==> src/hw/hilrc_consts.vh <==
// Purpose: Constants for the host interrupt, LED and reset control block.
// Assumes: Byte-wide host I/O port, offsets relative to the module base address.
// Notes:   Offsets for LED, select and status registers are local choices.
//
// Overview of operation
// - Hardware reset clears LED and select registers; timeout reload value and timeout counter load ffff.
// - Any write to offset 07h resets glue logic and master controller.
// - Master reset line asserts after bytes 8f, 0f, 8f at offset 05h, or on any write to offset 07h.
// - Master enters its stopped state after its reset completes.
// - LED write updates only LEDs whose select bit is set.
// - LED value one switches the LED on, zero off.
// - LED read returns both LED states in bits 1:0.
// - Interrupts reach the base board as a rising edge.
// - Select bits 2:0 route the interrupt to one of the board lines.
// - Bit 4 enables interrupt while the master request line is low.
// - Bit 5 chooses consistency interrupt instead of starting the timeout counter.
// - Bit 6 enables periodic interrupts from the firmware timer line.
// - Interrupt select register is readable.
// - Pending requests are readable in the interrupt status register.
// - Master request holds until host reads shared RAM at 1ffe.
// - Consistency status clears when host sets or cancels a consistency request.
// - A write to the select register clears the firmware timer interrupt, except in a cycle where an enabled timer edge sets it again.
// - Writes to offsets 08h and 09h load the low and high bytes of the 16-bit timeout reload value.
// - Reading the module status register cancels the host consistency request.
`ifndef HILRC_CONSTS_VH
`define HILRC_CONSTS_VH
`define HILRC_OFS_MRST     8'h05
`define HILRC_OFS_MODRST   8'h07
`define HILRC_OFS_TOR_LO   8'h08
`define HILRC_OFS_TOR_HI   8'h09
`define HILRC_OFS_LED      8'h0A
`define HILRC_OFS_ISEL     8'h0B
`define HILRC_OFS_ISTAT    8'h0C
`define HILRC_OFS_MSTAT    8'h0D
`define HILRC_SEQ_B0       8'h8F
`define HILRC_SEQ_B1       8'h0F
`define HILRC_SEQ_B2       8'h8F
`define HILRC_ACK_ADDR     14'h1FFE
`define HILRC_TOR_RESET    16'hFFFF
`define HILRC_LED_RESET    2'h0
`define HILRC_ISEL_RESET   8'h00
`define HILRC_MRST_PULSE   16
`endif

==> src/hw/hilrc_top.v <==
// Purpose: Host-side glue for module reset, LEDs and interrupt routing.
// Assumes: One access per strobe cycle; inputs synchronous to core_clk.
// Notes:   Reads of undefined bits return zero.
`timescale 1ns/100ps
`include "hilrc_consts.vh"
module hilrc_top #(
	parameter MRST_CYCLES = `HILRC_MRST_PULSE
) (
	input  wire        core_clk,
	input  wire        rst_n,
	input  wire [7:0]  io_addr,
	input  wire        io_wr,
	input  wire        io_rd,
	input  wire [7:0]  io_wdata,
	output reg  [7:0]  io_rdata,
	input  wire        dpram_rd,
	input  wire [13:0] dpram_addr,
	input  wire        master_int_request_n,
	input  wire        fw_timer_line,
	input  wire        cons_req_master,
	input  wire        host_cons_set,
	output reg         host_cons_q,
	output reg         module_reset_q,
	output reg         master_reset_line,
	output reg  [15:0] timeout_reload_q,
	output reg  [15:0] timeout_cnt_q,
	output reg  [1:0]  led_q,
	output reg  [5:0]  irq_q,
	output reg         nmi_q
);
	// ****************************************
	// Register access
	// ****************************************
	reg  [7:0]  isel_q;
	reg  [1:0]  seq_q;
	reg  [7:0]  mrst_cnt_q;
	reg         fw_prev_q;
	reg         fw_pend_q;
	reg         cons_pend_q;
	reg         master_pend_q;
	reg         cnt_run_q;
	wire        wr_hit_isel = io_wr && (io_addr == `HILRC_OFS_ISEL);
	wire        wr_mrst     = io_wr && (io_addr == `HILRC_OFS_MRST);
	wire        rd_mstat    = io_rd && (io_addr == `HILRC_OFS_MSTAT);
	wire        soft_rst    = io_wr && (io_addr == `HILRC_OFS_MODRST);
	wire        any_rst     = !rst_n || soft_rst;
	wire        cons_touch  = host_cons_set || rd_mstat;
	wire        fw_rise     = fw_timer_line && !fw_prev_q;
	wire        combined;
	wire [7:0]  ist_val     = {5'h00, fw_pend_q, cons_pend_q, master_pend_q};
	always @(posedge core_clk) begin
		if (any_rst) begin
			isel_q           <= `HILRC_ISEL_RESET;
			led_q            <= `HILRC_LED_RESET;
			timeout_reload_q <= `HILRC_TOR_RESET;
			timeout_cnt_q    <= `HILRC_TOR_RESET;
			seq_q            <= 2'h0;
			host_cons_q      <= 1'b0;
			fw_prev_q        <= 1'b0;
			fw_pend_q        <= 1'b0;
			cons_pend_q      <= 1'b0;
			master_pend_q    <= 1'b0;
			cnt_run_q        <= 1'b0;
		end else begin
			fw_prev_q <= fw_timer_line;
			if (wr_hit_isel)
				isel_q <= io_wdata;
			if (io_wr && io_addr == `HILRC_OFS_LED) begin
				if (io_wdata[0])
					led_q[0] <= io_wdata[2];
				if (io_wdata[1])
					led_q[1] <= io_wdata[3];
			end
			if (io_wr && io_addr == `HILRC_OFS_TOR_LO)
				timeout_reload_q[7:0] <= io_wdata;
			if (io_wr && io_addr == `HILRC_OFS_TOR_HI)
				timeout_reload_q[15:8] <= io_wdata;
			if (wr_mrst) begin
				case (seq_q)
					2'h0: seq_q <= (io_wdata == `HILRC_SEQ_B0) ? 2'h1 : 2'h0;
					2'h1: seq_q <= (io_wdata == `HILRC_SEQ_B1) ? 2'h2 :
						((io_wdata == `HILRC_SEQ_B0) ? 2'h1 : 2'h0);
					2'h2: seq_q <= (io_wdata == `HILRC_SEQ_B2) ? 2'h3 : 2'h0;
					default: seq_q <= 2'h0;
				endcase
			end else if (seq_q == 2'h3) begin
				seq_q <= 2'h0;
			end
			if (host_cons_set)
				host_cons_q <= 1'b1;
			else if (rd_mstat)
				host_cons_q <= 1'b0;
			// Follows the request line, which the master holds low until the acknowledge
			// read; a latched flag would be set again in the acknowledge cycle itself.
			if (dpram_rd && dpram_addr == `HILRC_ACK_ADDR)
				master_pend_q <= 1'b0;
			else
				master_pend_q <= isel_q[4] && !master_int_request_n;
			if (cons_req_master && isel_q[5])
				cons_pend_q <= 1'b1;
			else if (cons_touch)
				cons_pend_q <= 1'b0;
			if (fw_rise && isel_q[6])
				fw_pend_q <= 1'b1;
			else if (wr_hit_isel)
				fw_pend_q <= 1'b0;
			// Timeout counter reloads and starts only when the interrupt path is off; once started it runs down to zero.
			if (cons_req_master && !isel_q[5] && !cnt_run_q) begin
				cnt_run_q     <= 1'b1;
				timeout_cnt_q <= timeout_reload_q;
			end else if (cnt_run_q) begin
				if (timeout_cnt_q == 16'h0000)
					cnt_run_q <= 1'b0;
				else
					timeout_cnt_q <= timeout_cnt_q - 16'h0001;
			end
		end
	end

	// ****************************************
	// Master reset pulse
	// ****************************************
	// Stretched so the master sees a clean reset; it then comes up stopped.
	always @(posedge core_clk) begin
		if (!rst_n) begin
			mrst_cnt_q        <= 8'h00;
			master_reset_line <= 1'b0;
			module_reset_q    <= 1'b0;
		end else begin
			module_reset_q <= soft_rst;
			if (soft_rst || seq_q == 2'h3) begin
				mrst_cnt_q        <= MRST_CYCLES[7:0];
				master_reset_line <= 1'b1;
			end else if (mrst_cnt_q != 8'h00) begin
				mrst_cnt_q <= mrst_cnt_q - 8'h01;
			end else begin
				master_reset_line <= 1'b0;
			end
		end
	end

	// ****************************************
	// Interrupt routing
	// ****************************************
	assign combined = master_pend_q || cons_pend_q || fw_pend_q;
	always @(posedge core_clk) begin
		if (any_rst) begin
			irq_q <= 6'h00;
			nmi_q <= 1'b0;
		end else begin
			// Level rises with the first pending source, giving a positive edge.
			irq_q[0] <= combined && (isel_q[2:0] == 3'h1);
			irq_q[1] <= combined && (isel_q[2:0] == 3'h2);
			irq_q[2] <= combined && (isel_q[2:0] == 3'h3);
			irq_q[3] <= combined && (isel_q[2:0] == 3'h4);
			irq_q[4] <= combined && (isel_q[2:0] == 3'h5);
			irq_q[5] <= combined && (isel_q[2:0] == 3'h6);
			nmi_q    <= combined && (isel_q[2:0] == 3'h7);
		end
	end

	// ****************************************
	// Read data
	// ****************************************
	always @(posedge core_clk) begin
		if (!rst_n) begin
			io_rdata <= 8'h00;
		end else if (io_rd) begin
			case (io_addr)
				`HILRC_OFS_LED:    io_rdata <= {6'h00, led_q};
				`HILRC_OFS_ISEL:   io_rdata <= {1'b0, isel_q[6:4], 1'b0, isel_q[2:0]};
				`HILRC_OFS_ISTAT:  io_rdata <= ist_val;
				`HILRC_OFS_MSTAT:  io_rdata <= {6'h00, cons_pend_q, host_cons_q};
				`HILRC_OFS_TOR_LO: io_rdata <= timeout_reload_q[7:0];
				`HILRC_OFS_TOR_HI: io_rdata <= timeout_reload_q[15:8];
				default:           io_rdata <= 8'h00;
			endcase
		end
	end
endmodule // hilrc_top

==> config.mk <==
export PLATFORM = sky130hd
export DESIGN_NAME = hilrc_top
export DESIGN_NICKNAME = d
export VERILOG_FILES = /design/src/hw/hilrc_top.v
export VERILOG_INCLUDE_DIRS = /design/src /design/src/hw
export SDC_FILE = /design/constraint.sdc
export NUM_CORES = 1
export LEC_CHECK = 0
export ABC_AREA = 1
export BUFFER_PORTS_ARGS = -buffer_cell sky130_fd_sc_hd__buf_2
export CORE_ASPECT_RATIO = 0.8
export CORE_MARGIN = 2
export CORE_UTILIZATION = 53
export DETAILED_ROUTE_END_ITERATION = 16
export PLACE_DENSITY = 0.89
export RECOVER_POWER = 50
export SLEW_MARGIN = 0
export SYNTH_ARGS = -nofsm -noshare
export SYNTH_HDL_FRONTEND = slang
export SYNTH_SLANG_ARGS = --single-unit
==> constraint.sdc <==
create_clock -name core_clk -period 1.7 [get_ports core_clk]
set_clock_uncertainty 0.05 [all_clocks]
set_input_delay 0.17 -clock core_clk [delete_from_list [all_inputs] [get_ports core_clk]]
set_output_delay 0.17 -clock core_clk [all_outputs]
set_load 0.005 [all_outputs]
* Word level (Yosys, flattened, before mapping)
Cells that the tools add are included.
** Cells by class
- $add $sub $neg :: 2
- Bitwise gates (word level) :: 1
- Reductions and logical operators :: 45
- Eq/ne operators :: 23
- Shifts and indexed selects :: 0
- Muxes and demuxes :: 23
- Divide/modulo/power cells :: 0
- Multipliers :: 0
- Magnitude comparators :: 0
** Operators with widths (count)
- $eq 8x4->1 const B :: 7
- $mux 16 :: 3
- $pmux 8 s6 :: 1
- $logic_and 1x1->1 :: 21
- $eq 8x3->1 const B :: 2
- $logic_not 16->1 :: 1
- $sub 16x1->16 const B :: 1
- $eq 14x13->1 const B :: 1
- $eq 3x3->1 const B :: 4
- $mux 1 :: 12
- $reduce_bool 2->1 :: 6
- $mux 5 :: 2
- $eq 8x8->1 const B :: 1
- $mux 2 :: 4
- $reduce_bool 8->1 :: 1
- $sub 8x1->8 const B :: 1
- $eq 3x2->1 const B :: 2
- $pmux 2 s3 :: 1
- $reduce_and 2->1 :: 3
- $logic_not 1->1 :: 5
- $logic_or 1x1->1 :: 5
- $eq 2x2->1 const B :: 2
- $ne 2x2->1 const B :: 2
- $reduce_or 2->1 :: 2
- 4 further kinds :: 4
** Word-level totals
- Flip-flop bits (word level) :: 74
- Bits in latches :: 0
- Memory bits (read-only) :: 0
- Memory bits (writable) :: 0
- Input bits :: 39
- Memories :: 0

* Depth between registers and ports, before layout
- Depth after elaboration :: 5
- Depth in mapped cells :: 11
- Gate-level depth less buffers :: 11

* Least setup slack after synthesis
OpenSTA, ideal clock, no wires.
- Kind :: register to register
- From :: reg timeout_cnt_q[0]
- To :: reg timeout_cnt_q[12]
- Buffers on the path :: 1
- Arrival :: 1.393 ns
- Clock period less this slack :: 1.560 ns
- Path slack :: 0.140 ns
- Cell stages (with the launch flop) :: 11
- Setup time :: 0.117 ns
- Cells stage by stage :: dfxtp_1 inv_1 ha_1 nand2_1 nor2_4 nand3_2 nand2_4 inv_2 buf_6 a21oi_1 nand2_1
** On the way
- Word-level cells in the longest chain between the ends :: 4
** RTL lines
- from (decl) :: RTL line hilrc_top.v:26 : output reg [15:0] timeout_cnt_q,
- from (signal assigned) :: RTL line hilrc_top.v:56 : timeout_cnt_q <= `HILRC_TOR_RESET;
- from (signal assigned) :: RTL line hilrc_top.v:110 : timeout_cnt_q <= timeout_reload_q;
- from (signal assigned) :: RTL line hilrc_top.v:115 : timeout_cnt_q <= timeout_cnt_q - 16'h0001;
- $sub 16x1->16 :: RTL line hilrc_top.v:115
- $mux 16 :: RTL line hilrc_top.v:112 : if (timeout_cnt_q == 16'h0000)
- $mux 16 :: RTL line hilrc_top.v:111 : end else if (cnt_run_q) begin
- $mux 16 :: RTL line hilrc_top.v:108 : if (cons_req_master && !isel_q[5] && !cnt_run_q) begin
Several ways; a longest one is shown, not always the timed one. The select of a mux whose other input is x is not followed.
A chain may end at the register's enable or synchronous reset.

* Worst setup path in the final report
- From :: reg timeout_cnt_q[0]
- To :: reg timeout_cnt_q[0]
Same word-level chain as after synthesis.

==> run_summary.xml <==
<?xml version="1.0" encoding="UTF-8"?>
<metrics>
  <group name="run_status">
    <metric name="outcome" unit="">finished, final reports clean</metric>
  </group>
  <group name="sta">
    <metric name="post-route-worst-setup-slack" unit="ns">0.0964</metric>
    <metric name="finalWorstPathRequiredPeriod" unit="ns">1.60</metric>
    <metric name="totalNegativeSetupSlack" unit="ns">0</metric>
    <metric name="final_min_period_over_clock_period" unit="">0.943</metric>
    <metric name="fmaxAchievable" unit="MHz">624</metric>
    <metric name="max_slew_margin" unit="">0.509</metric>
    <metric name="hold_violations" unit="">0</metric>
    <metric name="setup_viol" unit="">0</metric>
    <metric name="drv_slew" unit="">0</metric>
    <metric name="rsz0062_at_grt" unit="">no</metric>
    <metric name="tightest_slew" unit="ns">0.735</metric>
  </group>
  <group name="critical_path">
    <metric name="setup.reg_to_reg.worst_slack" unit="ns">0.1</metric>
    <metric name="worst-endpoint-required" unit="ns">1.88</metric>
    <metric name="endpoint_kind" unit="">flip-flop</metric>
    <metric name="delay_of_the_slowest_cell_on_the_worst_path" unit="ns">0.33</metric>
    <metric name="cp_cell_sequence" unit="">inv_2 &gt; ha_4 &gt; nand2_1 &gt; nor2_4 &gt; nand3_2 &gt; nand2_4 &gt; inv_4 &gt; a21oi_1 &gt; nand3_1</metric>
    <metric name="cp.arrival" unit="ns">1.78</metric>
    <metric name="critPathKind" unit="">flip-flop to flip-flop</metric>
    <metric name="cp_max_fo" unit="">13</metric>
    <metric name="worst_path_max_delay_cell" unit="">sky130_fd_sc_hd__dfxtp_1</metric>
    <metric name="start_kind" unit="">flip-flop</metric>
    <metric name="worstRegToRegCells" unit="">9</metric>
  </group>
  <group name="synth">
    <metric name="sequential_area_share_after_synthesis" unit="">0.412</metric>
    <metric name="postSynthAreaPerCell" unit="um2">7.04</metric>
    <metric name="mappedNetlistNets" unit="">546</metric>
    <metric name="synthDistinctLibCells" unit="">36</metric>
    <metric name="synth_compound_gate_area_share" unit="">0.118</metric>
    <metric name="synth_simple_gate_area_frac" unit="">0.342</metric>
    <metric name="async_reset_ff_frac" unit="">0</metric>
    <metric name="post_syn_instances" unit="">504</metric>
    <metric name="postSynthRegisterBits" unit="">73</metric>
    <metric name="post_synth_fa_ha_maj_area_fraction" unit="">0.0106</metric>
    <metric name="synth_xor_xnor_area_share" unit="">0.0321</metric>
    <metric name="synth.yosys.warnings" unit="">0</metric>
    <metric name="synth.area.mux_share" unit="">0</metric>
    <metric name="synth_ff_type" unit="">sky130_fd_sc_hd__dfxtp_1</metric>
    <metric name="synth.cell_area" unit="um2">3550</metric>
    <metric name="combinational_family_with_the_most_area_after_synthesis" unit="">simple AND/OR/NAND/NOR gates</metric>
    <metric name="synth_edf_count" unit="">0</metric>
  </group>
  <group name="die">
    <metric name="num_rows" unit="">26</metric>
    <metric name="initial_standard_cell_utilization_of_the_core" unit="">0.551</metric>
    <metric name="floorplan.die_area" unit="um2">7360</metric>
    <metric name="boundaryPins" unit="">91</metric>
    <metric name="die_h" unit="um">77.2</metric>
    <metric name="coreArea" unit="um2">6440</metric>
    <metric name="chipWidth" unit="um">95.5</metric>
  </group>
  <group name="power_and_ir_drop">
    <metric name="cellLeakagePower" unit="nW">1.98</metric>
    <metric name="ir_drop" unit="V">0.000495</metric>
    <metric name="power_per_cell_area" unit="nW/um2">1040</metric>
  </group>
  <group name="placement">
    <metric name="placed_area" unit="um2">4080</metric>
    <metric name="dp.final_hpwl" unit="um">7550</metric>
    <metric name="port_buffers" unit="">90</metric>
    <metric name="pre_cts_ws" unit="ns">0.0272</metric>
    <metric name="place_congestion" unit="">0.943</metric>
  </group>
  <group name="cells_and_area">
    <metric name="layout_common_cells" unit="">sky130_fd_sc_hd__nand2_1, sky130_fd_sc_hd__dfxtp_1, sky130_fd_sc_hd__buf_2</metric>
    <metric name="synth_to_final_area_change" unit="%">22.8</metric>
    <metric name="layout.cells.most_common" unit="">sky130_fd_sc_hd__nand2_1</metric>
    <metric name="nFillCells" unit="">562</metric>
    <metric name="finish.instance_area" unit="um2">4350</metric>
    <metric name="layout-drive-gt1-share" unit="">0.205</metric>
    <metric name="antenna_cells" unit="">0</metric>
    <metric name="nNetsFinal" unit="">648</metric>
  </group>
  <group name="drt">
    <metric name="vias_after_detailed_routing" unit="">3761</metric>
    <metric name="detailedRoute.firstIterationViolations" unit="">322</metric>
    <metric name="drt_pre_antenna_iters" unit="">5</metric>
    <metric name="postRouteWirelength" unit="um">10000</metric>
    <metric name="post_drt_via_cell_ratio" unit="">5.41</metric>
    <metric name="remaining_drc_errors" unit="">0</metric>
    <metric name="drt_wl_cell" unit="um">14.4</metric>
    <metric name="drtAntennaViolNets" unit="">0</metric>
  </group>
  <group name="global_routing">
    <metric name="grt_remaining_overflow" unit="">0</metric>
    <metric name="grt.total_usage" unit="">0.279</metric>
    <metric name="vias_in_the_first_global_route" unit="">3518</metric>
    <metric name="grt_start_max_net_pins" unit="">24</metric>
    <metric name="wire_length_of_the_first_global_routing_pass" unit="um">16100</metric>
    <metric name="antenna_violations_before_repair" unit="">0</metric>
  </group>
  <group name="clocking">
    <metric name="total_cts_buffers" unit="">9</metric>
    <metric name="clkSinkCount" unit="">73</metric>
    <metric name="clk_root_buffer_cell" unit="">sky130_fd_sc_hd__clkbuf_8</metric>
    <metric name="tritoncts_clock_tree" unit="">built</metric>
    <metric name="htree_levels" unit="">3</metric>
    <metric name="max-clock-path-buffers" unit="">2</metric>
    <metric name="worst_setup_hold_path_clk_slew" unit="ns">0.07</metric>
    <metric name="clock_insertion_delay_worst_skew" unit="ns">0.35</metric>
  </group>
  <group name="min_path">
    <metric name="class_of_the_tightest_hold_or_removal_check" unit="">input port to flip-flop</metric>
    <metric name="worst_hold_path.num_cells" unit="">3</metric>
  </group>
  <group name="flow_run">
    <metric name="max_cap_viol_count" unit="">0</metric>
  </group>
</metrics>
-- worst paths after layout --
| check | start | to |
|---|---|---|
| setup / recovery | timeout_cnt_q[0]$_SDFFE_PP1P_ | timeout_cnt_q[0]$_SDFFE_PP1P_ |
| hold / removal | host_cons_set | host_cons_q$_SDFFE_PP0P_ |
| setup reg to reg | timeout_cnt_q[0]$_SDFFE_PP1P_ | timeout_cnt_q[0]$_SDFFE_PP1P_ |
| hold reg to reg | isel_q[4]$_SDFFE_PP0P_ | master_pend_q$_SDFF_PP0_ |
-- power by group --
part | leakage, nW | total [W] | switching (W) | internal (W)
clock network | 0.118 | 0.00160 | 0.000623 | 0.000976
logic | 1.27 | 0.000951 | 0.000571 | 0.000380
registers | 0.595 | 0.00196 | 0.000123 | 0.00184
-- flip-flops by register name, summed over array words and instances (netlist names) --
name	cells
cnt_run_q	1
cons_pend_q	1
fw_pend_q	1
fw_prev_q	1
host_cons_q	1
io_rdata	8
irq_q	6
isel_q	6
led_q	2
master_pend_q	1
master_reset_line	1
module_reset_q	1
mrst_cnt_q	8
nmi_q	1
seq_q	2
timeout_cnt_q	16
timeout_reload_q	16
-- through the flow --
step / power [W] / util / std cells / hold WS (ns)
2_1_floorplan: 0.00263 / - / 504 / 0.196
3_3_place_gp: 0.00282 / 0.634 / 674 / 0.290
3_5_place_dp: 0.00290 / 0.634 / 674 / 0.294
4_1_cts: 0.00449 / 0.673 / 692 / 0.00325
5_1_grt: 0.00473 / 0.676 / 695 / 0.0150
6_report: 0.00451 / 0.676 / 695 / 0.00879
-- logic make-up after synthesis --
group                      after synthesis
adders and majority gates                3
and+or+nand+nor                        266
xor gates and xnor gates                13
DFF                                     73
buffers and inverters                   69
AOI/OAI and AO/OA                       80
-- metal layers --
layer	vias up	track usage	part of all wire
li1	1843	-	-
met1	1697	0.386	0.42
met2	206	0.441	0.45
met3	15	0.0658	0.11
met4	0	0.0657	0.013
met5	-	0	0
-- worst max-delay path: cells and delay by family (launching register included) --
family / cells / cell delay (ns)
AO/OA/AOI/OAI: 1 / 0.14
adder cells (fa/ha/maj): 1 / 0.15
buffers and inverters: 2 / 0.21
flip-flops: 1 / 0.33
AND/OR/NAND/NOR: 5 / 0.58
-- Yosys cell counts, types with 3 or more instances --
| master | count | share of area |
|---|---|---|
| sky130_fd_sc_hd__nand2_1 | 114 | 0.12 |
| sky130_fd_sc_hd__dfxtp_1 | 73 | 0.41 |
| sky130_fd_sc_hd__nor2_1 | 60 | 0.064 |
| sky130_fd_sc_hd__nand3_1 | 50 | 0.071 |
| sky130_fd_sc_hd__inv_1 | 48 | 0.051 |
| sky130_fd_sc_hd__a21oi_1 | 46 | 0.065 |
| sky130_fd_sc_hd__o21ai_0 | 15 | 0.021 |
| sky130_fd_sc_hd__o21ai_1 | 13 | 0.018 |
| sky130_fd_sc_hd__nand4_1 | 11 | 0.019 |
| sky130_fd_sc_hd__xor2_1 | 9 | 0.022 |
| sky130_fd_sc_hd__buf_2 | 7 | 0.0099 |
| sky130_fd_sc_hd__nor3_1 | 6 | 0.0085 |
| sky130_fd_sc_hd__inv_2 | 5 | 0.0053 |
| sky130_fd_sc_hd__buf_6 | 4 | 0.013 |
| sky130_fd_sc_hd__nand2_2 | 4 | 0.0071 |
| sky130_fd_sc_hd__nor2_4 | 4 | 0.013 |
| sky130_fd_sc_hd__xnor2_1 | 4 | 0.0099 |
| sky130_fd_sc_hd__a21oi_2 | 3 | 0.0074 |
| sky130_fd_sc_hd__ha_1 | 3 | 0.011 |
| sky130_fd_sc_hd__nor2_2 | 3 | 0.0053 |
-- layout make-up --
class                   instances  area (um2)  area share
multi-input cells             362        1790       0.412
clock inverters                 5         104      0.0239
inverters                      55         216      0.0497
repair buffers                104         533       0.122
well taps                      84         105      0.0241
repair inverters                1        8.76     0.00201
flip-flops and latches         73        1460       0.336
clock buffers                  11         131      0.0302
-- timing repair --
action,4_1_cts,5_1_grt
buffers inserted,0,2
hold buffers,2,0
setup endpoints to repair,0,17
resized for setup,0,12
endpoints found under the hold margin,2,0
Note: power is estimated with default switching activity, not from simulation.
